`src/hdl/pfa_consts.svh`:
```
`ifndef PFA_CONSTS_SVH
`define PFA_CONSTS_SVH

// Bus register offsets (byte address, low bits)
`define PFA_OFF_W 8
`define PFA_OFF_CTRL 8'h00
`define PFA_OFF_STS 8'h04
`define PFA_OFF_MASK 8'h08
`define PFA_OFF_FPSW 8'h0C
`define PFA_OFF_FTW 8'h10

// Control flag positions
`define PFA_CTRL_EMUL 0
`define PFA_CTRL_MONITOR 1
`define PFA_CTRL_TASKSW 2
`define PFA_CTRL_RST 3'h2

// Event bit positions
`define PFA_EV_BADOP 0
`define PFA_EV_UNAVAIL 1
`define PFA_EV_RST 2'h0

// Floating-point status word stack-top field
`define PFA_TOP_LO 11
`define PFA_TOP_HI 13
`define PFA_TOP_ZERO 3'h0
`define PFA_FPSW_RST 16'h0000

// Tag word values
`define PFA_TAGS_VALID 16'h0000
`define PFA_TAGS_EMPTY 16'hFFFF

// Upper exponent bits
`define PFA_EXP_LO 64
`define PFA_EXP_HI 79
`define PFA_EXP_ONES 16'hFFFF
`define PFA_REG_RST 80'h0

`endif

```
`src/hdl/pfa_pkg.sv`:
```
package pfa_pkg;

  typedef struct packed {
    logic valid;
    logic clear;
    logic wr;
    logic [2:0] dst;
    logic [2:0] src;
    logic [63:0] data;
  } pk_instr_t;

  typedef struct packed {
    logic we;
    logic [2:0] idx;
    logic [79:0] data;
  } fp_wr_t;

  typedef enum logic [1:0] {
    ACT_NONE = 2'b00,
    ACT_EXEC = 2'b01,
    ACT_UNAVAIL = 2'b10,
    ACT_BADOP = 2'b11
  } gate_act_t;

  typedef struct packed {
    logic [79:0] r;
  } slot_state_t;

  typedef struct packed {
    logic [2:0] ctrl;
    logic [1:0] sts;
    logic [1:0] mask;
    logic [15:0] fpsw;
    logic [15:0] ftw;
    logic a_wr;
    logic a_rd;
    logic [7:0] a_off;
    logic [31:0] rdata;
    logic done;
    logic badop;
    logic unavail;
    logic [63:0] pk_rd;
    logic [79:0] fp_rd;
    logic irq;
  } main_state_t;

endpackage : pfa_pkg

```
`src/hdl/pfa_slot.sv`:
```
`timescale 1ns/1ps
`include "pfa_consts.svh"

module pfa_slot (
  // Clock and reset
  input wire logic hclk,
  input wire logic hresetn,
  // Packed-integer write
  input wire logic pk_we,
  input wire logic [63:0] pk_data,
  // Floating-point write
  input wire logic fp_we,
  input wire logic [79:0] fp_data,
  // Stored value
  output logic [79:0] value
);

  pfa_pkg::slot_state_t s_q;
  pfa_pkg::slot_state_t s_d;

  always_comb begin
    s_d = s_q;
    if (pk_we) begin
      s_d.r = {`PFA_EXP_ONES, pk_data};
    end else if (fp_we) begin
      s_d.r = fp_data;
    end
  end

  always_ff @(posedge hclk or negedge hresetn) begin
    if (!hresetn) begin
      s_q <= '{r: `PFA_REG_RST};
    end else begin
      s_q <= s_d;
    end
  end

  assign value = s_q.r;

endmodule : pfa_slot

```
`src/hdl/pfa_regfile.sv`:
```
// The AHB-Lite register port and the placing of the registers were left to the implementer.
`timescale 1ns/1ps
`include "pfa_consts.svh"

// How it works
// - Emulation flag set: packed instruction raises invalid-opcode fault, never emulated.
// - Emulation clear: execute if task-switched clear, else device-unavailable fault.
// - Eight 64-bit packed registers, indices zero to seven, form all packed state.
// - Packed register n is low 64 bits of physical register n, ignoring stack top.
// - Stack-top pointer is status word bits 11 to 13.
// - Packed writes show in low 64 bits; floating writes show in packed view.
// - Packed write forces bits 64 to 79 of that register to ones.
// - Every executed packed instruction but state clear marks all tags valid (00).
// - State clear marks all tags empty (11) and keeps register data.
// - Every executed packed instruction, state clear included, zeroes the stack-top pointer.
// - Other status word bits and other floating registers stay unchanged.
// - No floating-point exceptions raised; no status change beyond stack top.
module pfa_regfile (
  // Clock and reset
  input wire logic hclk,
  input wire logic hresetn,
  // AHB-Lite slave
  input wire logic hsel,
  input wire logic [31:0] haddr,
  input wire logic [1:0] htrans,
  input wire logic hwrite,
  input wire logic [2:0] hsize,
  input wire logic [31:0] hwdata,
  input wire logic hready,
  output logic hreadyout,
  output logic hresp,
  output logic [31:0] hrdata,
  // Packed instruction issue
  input wire pfa_pkg::pk_instr_t instr,
  output logic instr_done,
  output logic invalid_opcode_fault,
  output logic device_unavailable_fault,
  output logic [63:0] pk_rd_data,
  // Floating-point side
  input wire pfa_pkg::fp_wr_t fp_wr,
  input wire logic [2:0] fp_rd_idx,
  output logic [79:0] fp_rd_data,
  input wire logic fpsw_we,
  input wire logic [15:0] fpsw_wdata,
  input wire logic ftw_we,
  input wire logic [15:0] ftw_wdata,
  output logic [15:0] fp_status_word,
  output logic [15:0] fp_tag_word,
  // Interrupt
  output logic irq
);

  pfa_pkg::main_state_t s_q;
  pfa_pkg::main_state_t s_d;
  pfa_pkg::gate_act_t act;
  logic [79:0] regs [8];
  logic [7:0] pk_we;
  logic [7:0] fp_we;
  logic exec;
  logic emulation_flag;
  logic task_switched_flag;
  logic ahb_go;
  logic [1:0] ev;
  logic [31:0] rd_mux;

  assign emulation_flag = s_q.ctrl[`PFA_CTRL_EMUL];
  assign task_switched_flag = s_q.ctrl[`PFA_CTRL_TASKSW];

  // Control flag gate
  always_comb begin
    if (!instr.valid) begin
      act = pfa_pkg::ACT_NONE;
    end else if (emulation_flag) begin
      act = pfa_pkg::ACT_BADOP;
    end else if (task_switched_flag) begin
      act = pfa_pkg::ACT_UNAVAIL;
    end else begin
      act = pfa_pkg::ACT_EXEC;
    end
  end

  assign exec = (act == pfa_pkg::ACT_EXEC);

  // Physical-index write enables
  always_comb begin
    for (int i = 0; i < 8; i++) begin
      pk_we[i] = exec && instr.wr && !instr.clear && (instr.dst == 3'(i));
      fp_we[i] = fp_wr.we && (fp_wr.idx == 3'(i));
    end
  end

  // Eight aliased registers
  generate
    for (genvar g = 0; g < 8; g++) begin : g_slot
      pfa_slot u_slot (
        .hclk(hclk),
        .hresetn(hresetn),
        .pk_we(pk_we[g]),
        .pk_data(instr.data),
        .fp_we(fp_we[g]),
        .fp_data(fp_wr.data),
        .value(regs[g])
      );
    end
  endgenerate

  assign ahb_go = hsel && htrans[1] && hready;

  // Fault events
  always_comb begin
    ev = 2'h0;
    case (act)
      pfa_pkg::ACT_BADOP: ev[`PFA_EV_BADOP] = 1'b1;
      pfa_pkg::ACT_UNAVAIL: ev[`PFA_EV_UNAVAIL] = 1'b1;
      pfa_pkg::ACT_EXEC: ev = 2'h0;
      pfa_pkg::ACT_NONE: ev = 2'h0;
      default: ev = 2'h0;
    endcase
  end

  always_comb begin
    s_d = s_q;
    s_d.done = exec;
    s_d.badop = ev[`PFA_EV_BADOP];
    s_d.unavail = ev[`PFA_EV_UNAVAIL];
    s_d.fp_rd = regs[fp_rd_idx];
    if (exec) begin
      s_d.pk_rd = regs[instr.src][63:0];
    end

    // Floating side writes of status and tags
    if (fpsw_we) begin
      s_d.fpsw = fpsw_wdata;
    end
    if (ftw_we) begin
      s_d.ftw = ftw_wdata;
    end

    // Packed instruction side effects override same-cycle floating writes
    if (exec) begin
      s_d.fpsw[`PFA_TOP_HI:`PFA_TOP_LO] = `PFA_TOP_ZERO;
      if (instr.clear) begin
        s_d.ftw = `PFA_TAGS_EMPTY;
      end else begin
        s_d.ftw = `PFA_TAGS_VALID;
      end
    end

    // Bus data phase write
    if (s_q.a_wr) begin
      case (s_q.a_off)
        `PFA_OFF_CTRL: s_d.ctrl = hwdata[2:0];
        `PFA_OFF_STS: s_d.sts = s_q.sts & ~hwdata[1:0];
        `PFA_OFF_MASK: s_d.mask = hwdata[1:0];
        default: s_d.ctrl = s_d.ctrl;
      endcase
    end
    // Event set wins over clear
    s_d.sts = s_d.sts | ev;
    s_d.irq = |(s_d.sts & s_d.mask);

    // Address phase capture
    s_d.a_wr = ahb_go && hwrite;
    s_d.a_rd = ahb_go && !hwrite;
    s_d.a_off = ahb_go ? haddr[7:0] : s_q.a_off;

    // Read mux from next state so a preceding write is seen
    case (haddr[7:0])
      `PFA_OFF_CTRL: rd_mux = {29'h0, s_d.ctrl};
      `PFA_OFF_STS: rd_mux = {30'h0, s_d.sts};
      `PFA_OFF_MASK: rd_mux = {30'h0, s_d.mask};
      `PFA_OFF_FPSW: rd_mux = {16'h0, s_d.fpsw};
      `PFA_OFF_FTW: rd_mux = {16'h0, s_d.ftw};
      default: rd_mux = 32'h0;
    endcase
    s_d.rdata = (ahb_go && !hwrite) ? rd_mux : 32'h0;
  end

  always_ff @(posedge hclk or negedge hresetn) begin
    if (!hresetn) begin
      s_q <= '{
        ctrl: `PFA_CTRL_RST,
        sts: `PFA_EV_RST,
        mask: `PFA_EV_RST,
        fpsw: `PFA_FPSW_RST,
        ftw: `PFA_TAGS_EMPTY,
        a_wr: 1'b0,
        a_rd: 1'b0,
        a_off: 8'h00,
        rdata: 32'h0,
        done: 1'b0,
        badop: 1'b0,
        unavail: 1'b0,
        pk_rd: 64'h0,
        fp_rd: 80'h0,
        irq: 1'b0
      };
    end else begin
      s_q <= s_d;
    end
  end

  // Outputs
  assign hreadyout = 1'b1;
  assign hresp = 1'b0;
  assign hrdata = s_q.rdata;
  assign instr_done = s_q.done;
  assign invalid_opcode_fault = s_q.badop;
  assign device_unavailable_fault = s_q.unavail;
  assign pk_rd_data = s_q.pk_rd;
  assign fp_rd_data = s_q.fp_rd;
  assign fp_status_word = s_q.fpsw;
  assign fp_tag_word = s_q.ftw;
  assign irq = s_q.irq;

endmodule : pfa_regfile

```
`config.mk`:
```
export PLATFORM = sky130hd
export DESIGN_NAME = pfa_regfile
export DESIGN_NICKNAME = d
export VERILOG_FILES = /design/src/hdl/pfa_pkg.sv /design/src/hdl/pfa_slot.sv /design/src/hdl/pfa_regfile.sv
export VERILOG_INCLUDE_DIRS = /design/src /design/src/hdl
export SDC_FILE = /design/constraint.sdc
export NUM_CORES = 2
export LEC_CHECK = 0
export ABC_AREA = 1
export BUFFER_PORTS_ARGS = -buffer_cell sky130_fd_sc_hd__buf_2
export CAP_MARGIN = 25
export CORE_MARGIN = 2
export CORE_UTILIZATION = 52
export CTS_CLUSTER_SIZE = 20
export DETAILED_ROUTE_END_ITERATION = 8
export PLACE_DENSITY = 0.75
export SLEW_MARGIN = 20
export SYNTH_ARGS = -nofsm -noshare
export SYNTH_HDL_FRONTEND = slang
export SYNTH_SLANG_ARGS = --single-unit
export TNS_END_PERCENT = 10
```
`constraint.sdc`:
```
create_clock -name hclk -period 2.8 [get_ports hclk]
set_input_delay 0.28 -clock hclk [delete_from_list [all_inputs] [get_ports hclk]]
set_output_delay 0.28 -clock hclk [all_outputs]
set_load 0.01 [all_outputs]
```
# After elaboration in Yosys (flattened, before gate mapping)
# Cells that the tools add are included.
word_totals:
  register_bits: 868
  latchBits: 0
  mem_bits_rw: 0
  romBits: 0
  inputBits: 268
  output_inout_bits: 214
  elab_cells: 128
  n_memories: 0
op_classes:
  addsub: 0
  mul: 0
  div_mod_pow: 0
  magnitude_cmp: 2
  n_eq_ne: 23
  shift: 0
  muxes: 38
  n_bitwise: 6
  reduce_logical: 37
op_table:
  columns: ["operator", "count"]
  rows:
  - ["80-bit 2-to-1 mux", 18]
  - ["80-bit binary-select mux with 3-bit select", 2]
  - ["64-bit 2-to-1 mux", 2]
  - ["16-bit case mux with 5 select lines", 1]
  - ["16-bit 2-to-1 mux", 4]
  - ["32-bit 2-to-1 mux", 1]
  - ["3-bit == test, second input constant", 8]
  - ["8-bit by 4-bit == test with 1-bit output, second input constant", 3]
  - ["1-bit logical AND", 22]
  - ["8-bit by 3-bit == test with 1-bit output, second input constant", 2]
  - ["8-bit zero test", 2]
  - ["2-bit nonzero test", 8]
  - ["3-bit by 2-bit == test with 1-bit output, second input constant", 4]
  - ["2-bit 2-to-1 mux", 5]
  - ["8-bit by 5-bit == test with 1-bit output, second input constant", 1]
  - ["4-bit >= comparator, second input constant", 2]
  - ["3-bit NOT with 4-bit output", 2]
  - ["7-bit 2-to-1 mux", 1]
  - ["3-bit by 1-bit == test with 1-bit output, second input constant", 2]
  - ["3-bit zero test", 2]
  - ["3-bit 2-to-1 mux", 2]
  - ["2-bit bitwise AND", 2]
  - ["2-bit == test, second input constant", 2]
  - ["2-bit by 1-bit == test with 1-bit output, second input constant", 1]
  - ["5 further kinds", 7]

# Logic depth before layout (Yosys ltp)
depth:
  word_depth: 8
  depth_mapped: 11
  depth_no_buf: 10

# Hierarchy
# Synthesis repeated with hierarchy kept, for this count alone.
hier_totals:
  cells_unflattened: 6329
  hier_area_um2: 47519.3
modules_own_cells:
  columns: ["module", "n_inst", "cells_per_inst", "area_per_inst_um2", "seq_area_each_um2"]
  rows:
  - ["pfa_slot", 8, 418, 3512.1, 2001.9]
  - ["pfa_regfile", 1, 2985, 19422.4, 5326.4]

# Least setup slack after synthesis
# No wires, ideal clock.
synth_timing:
  path_kind: "register to register"
  start: "register s_q[228] in the netlist's numbering"
  end: "register g_slot[4].u_slot.s_q, in the netlist g_slot[4].u_slot.value[58]"
  setup_time_ps: 125
  arrival_time_ps: 1435
  slack_ps: 1241
  path_stages_with_launch: 11
  period_less_slack_ps: 1559
  cell_sequence: "dfrtp_1 -> inv_1 -> nand3_2 -> nor2_2 -> nand2_2 -> nor3_2 -> inv_2 -> buf_2 -> buf_2 -> nand3_1 -> nand3_1"
synth_via:
  elab_chain_cells: 8
  word_cells_on_any_way: 9
  cone_classes: "eq/ne (1); mux (4); reduce/logical (4)"
synth_lines:
  columns: ["element", "line_no", "source"]
  rows:
  - ["from (decl)", "pfa_regfile.sv:53", "pfa_pkg::main_state_t s_q;"]
  - ["from (signal assigned)", "pfa_regfile.sv:181", "s_q <= '{"]
  - ["2-bit 2-to-1 mux *", "pfa_regfile.sv:75", "end else if (task_switched_flag) begin"]
  - ["2-bit 2-to-1 mux *", "pfa_regfile.sv:73", "end else if (emulation_flag) begin"]
  - ["2-bit 2-to-1 mux *", "pfa_regfile.sv:71", "if (!instr.valid) begin"]
  - ["2-bit by 1-bit == test with 1-bit output *", "pfa_regfile.sv:82", "assign exec = (act == pfa_pkg::ACT_EXEC);"]
  - ["1-bit logical AND * (3 in series)", "pfa_regfile.sv:87", "pk_we[i] = exec && instr.wr && !instr.clear && (instr.dst == 3'(i));"]
  - ["80-bit 2-to-1 mux or 2-bit nonzero test (tied branches)", null, null]
  - ["to (signal assigned)", "pfa_slot.sv:32", "s_q <= '{r: `PFA_REG_RST};"]
  - ["to (decl)", "pfa_slot.sv:18", "pfa_pkg::slot_state_t s_q;"]
# Mark *: on every way between the ends. The rest lies on a longest branch, timed or not.
# A chain may end at the register's enable or synchronous reset.

# Worst setup path after layout
layout_timing:
  start: "register s_q[228] in the netlist's numbering"
  end: "register g_slot[7].u_slot.s_q, in the netlist g_slot[7].u_slot.value[61]"
layout_via:
  elab_chain_cells: 8
  word_cells_on_any_way: 9
  cone_classes: "eq/ne (1); mux (4); reduce/logical (4)"
layout_lines:
  columns: ["element", "line_no"]
  rows:
  - ["2-bit 2-to-1 mux *", "pfa_regfile.sv:75"]
  - ["2-bit 2-to-1 mux *", "pfa_regfile.sv:73"]
  - ["2-bit 2-to-1 mux *", "pfa_regfile.sv:71"]
  - ["2-bit by 1-bit == test with 1-bit output *", "pfa_regfile.sv:82"]
  - ["1-bit logical AND * (3 in series)", "pfa_regfile.sv:87"]
  - ["80-bit 2-to-1 mux or 2-bit nonzero test (tied branches)", null]
  - ["to (signal assigned)", "pfa_slot.sv:32"]
  - ["to (decl)", "pfa_slot.sv:18"]
# Marked as above.

==> impl_metrics.tcl <==
set metrics [dict create \
    synthDistinctLibCells 35 \
    drt_iter0_drc 7166 \
    end_kind "flip-flop" \
    ys_async_sr_fraction 1.00 \
    ys_seq_area_frac 0.449 \
    netlist_area_um2 47500 \
    slowest_delay_ps 550 \
    wl_per_cell_um 24.0 \
    crit_chain "inv_1 -> nand4_4 -> nor2_8 -> nand2_4 -> o21ai_4 -> buf_12 -> o211ai_1 -> dlygate4sd3_1" \
    final_cell_mix "nand2_1, nand3_1, dfrtp_1" \
    synth_edf_count 0 \
    die_x_um 306 \
    synthToLayoutAreaGrowth_pct 15.6 \
    max_slew_margin 0.239 \
    clkLatencyLatePin_ps 680 \
    crit_required_ps 3370 \
    dr.pass1.iters 8 \
    nets 6539 \
    grt_usage 0.378 \
    timing.hold.ws_ps 32.8 \
    final_util 0.608 \
    crit_family "buffers and inverters" \
    criticalPathCategory "flip-flop to flip-flop" \
    cpMaxStageDelayCell "dlygate4sd3_1" \
    synthFlopType "dfrtp_1" \
    cts_buffers 94 \
    hold_viol 0 \
    finalMaxSlewViolations 0 \
    hold_path.class "input pin to flip-flop" \
    max_clock_freq_mhz 366 \
    vias 48178 \
    die_h_um 306 \
    netlist_instances 6180 \
    boundaryPins 482 \
    tightest_slew_ps 1140 \
    yosysWarnings 0 \
    grt_pass1_wl_um 276000 \
    port_buffers 406 \
    wl_um 181000 \
    vdd_drop_max_v 0.000484 \
    dp_hpwl_um 101000 \
    drive_above_1_share 0.126 \
    start_util 0.526 \
    fp.dieArea_um2 93800 \
    coreArea_um2 90300 \
    antenna_found_initial 18 \
    yosysTopAreaCellShare 0.440 \
    clk_pin_slew_worst_paths_ps 60 \
    fin_crit_ps 2730 \
    clock-sinks 852 \
    power_frac_seq 0.422 \
    yosysTopAreaCell "dfrtp_1" \
    p_int_mw 26.8 \
    status "finished clean" \
    via_per_inst 6.39 \
    synth_area_leaders "dfrtp_1, nand3_1, o211ai_1" \
    drc_errors 0 \
    p_sw_frac 0.321 \
    cp-start-kind "flip-flop" \
    ctsRootBufferMaster "clkbuf_16" \
    final_common_cell "nand2_1" \
    setup_violations 0 \
    gr-total-overflow 0 \
    worstPathMaxFanout 22 \
    htree_num_levels 3 \
    grt_max_degree 114 \
    p_clk_frac 0.336 \
    p_sw_mw 12.7 \
    num_rows 110 \
    drtAntennaViolNets 0 \
    powerDensity_nw_per_um2 719 \
    syn_avg_cell_area_um2 7.69 \
    gp_congestion 0.902 \
    cts_tree "done" \
    rsz0062_at_grt "yes" \
    combPwrFrac 0.242 \
    fin_skew_ps 29.2 \
    period_share 0.976 \
    worstPathBufferInverterCount 3 \
    maxCapViolations 0 \
    crit_arrival_ps 3300 \
    synth-seq-cells 852 \
    grt_pass1_vias 47353 \
    cts_buffer_depth 3 \
    p_leak_nw 24.4 \
]
## what timing repair did
action / CTS / global route
resized for setup: 0 / 12
buffers inserted: 0 / 2
setup endpoints to repair: 0 / 29
endpoints found under the hold margin: 674 / 0
hold buffers: 253 / 0
## final cells by class
type / count / area (µm²)
multi-input cells: 3963 / 20000
fillers: 7773 / 35400
clock buffers: 138 / 2770
repair buffers: 822 / 6720
diodes: 11 / 27.5
well taps: 1176 / 1470
flip-flops and latches: 852 / 21300
inverters: 538 / 2050
clock inverters: 36 / 505
## power by group through the flow
stage | Combinational (mW) | Sequential, mW | Clock [mW]
final | 9.54 | 16.7 | 13.3
after global routing | 10.5 | 17.0 | 13.9
after CTS | 9.33 | 16.6 | 13.3
after detailed placement | 8.74 | 16.8 | 0
after global placement | 8.51 | 16.7 | 0
after floorplan | 6.75 | 16.4 | 0
## registers in the layout, summed over array words and instances, names as in the netlist
register,count
g_slot.u_slot.value,640
pk_rd_data,64
fp_rd_data,80
instr_done,1
fp_status_word,16
invalid_opcode_fault,1
s_q,15
emulation_flag,1
device_unavailable_fault,1
irq,1
fp_tag_word,16
hrdata,16
## Yosys cell counts, types with 2 or more instances
| master | n |
|---|---|
| nand2_1 | 1091 |
| nand3_1 | 925 |
| dfrtp_1 | 835 |
| o211ai_1 | 560 |
| o21ai_0 | 531 |
| inv_1 | 522 |
| a21oi_1 | 498 |
| clkbuf_1 | 265 |
| buf_4 | 229 |
| buf_2 | 223 |
| nor2_1 | 190 |
| buf_1 | 114 |
| a31oi_1 | 80 |
| o21ai_1 | 18 |
| dfstp_2 | 17 |
| inv_2 | 14 |
| nand2_2 | 10 |
| mux2_2 | 9 |
| nor3_1 | 8 |
| buf_6 | 6 |
| clkbuf_2 | 6 |
| and2_1 | 4 |
| mux2i_1 | 4 |
| nand4_1 | 3 |
| nor2_2 | 3 |
| nor3_2 | 3 |
| clkinv_1 | 2 |
| conb_1 | 2 |
| o21ai_2 | 2 |
## path summary, 6_finish.rpt
| path | to | slack (ps) | depth (start not counted) | from |
|---|---|---|---|---|
| min in group asynchronous | hrdata[8] | 180 | 2 | hresetn |
| max reg2reg | g_slot[7].u_slot.value[61] | 70 | 8 | s_q[228] |
| max | g_slot[7].u_slot.value[61] | 70 | 8 | s_q[228] |
| min reg2reg | pk_rd_data[44] | 480 | 2 | pk_rd_data[44] |
| min | emulation_flag | 30 | 4 | hwdata[0] |
| max in group asynchronous | g_slot[1].u_slot.value[42] | 1590 | 4 | hresetn |
## kinds of logic (layout without fill, tap and decap cells)
| family | after synthesis | in the layout | synth area share |
|---|---|---|---|
| DFF | 852 | 852 | 0.449 |
| muxes | 13 | 13 | 0.00297 |
| and+or+nand+nor | 2242 | 2242 | 0.204 |
| buffers and inverters | 1381 | 1534 | 0.134 |
| other | 2 | 29 | 0.000158 |
| AOI/OAI and AO/OA | 1690 | 1690 | 0.210 |
## metal layers
layer / track usage / share of wire / up-vias / wire length, µm
met2: 0.578 / 0.44 / 3838 / 80100
met3: 0.105 / 0.14 / 864 / 25500
met4: 0.213 / 0.060 / 12 / 10900
met1: 0.482 / 0.36 / 22606 / 64500
li1: - / - / 20858 / -
met5: 0 / 0.00036 / - / 65
## through the flow
step           instance area (µm²)  power, mW  cells  setup WS [ps]  TNS [ps]
2_1_floorplan                47600       23.2   6196           1240         0
3_3_place_gp                 49000       25.2   7095            582         0
3_5_place_dp                 49000       25.5   7095            528         0
4_1_cts                      54800       39.3   7522           52.7         0
5_1_grt                      54900       41.4   7533          -30.4      -100
6_report                     54900       39.5   7536           67.9         0
## worst min-delay path, cell delays in order
cell and delay [ps]:
buf_2 90, inv_1 60, nand3_1 100, and2_1 140
No activity file was read; power rests on OpenSTA's default activity.
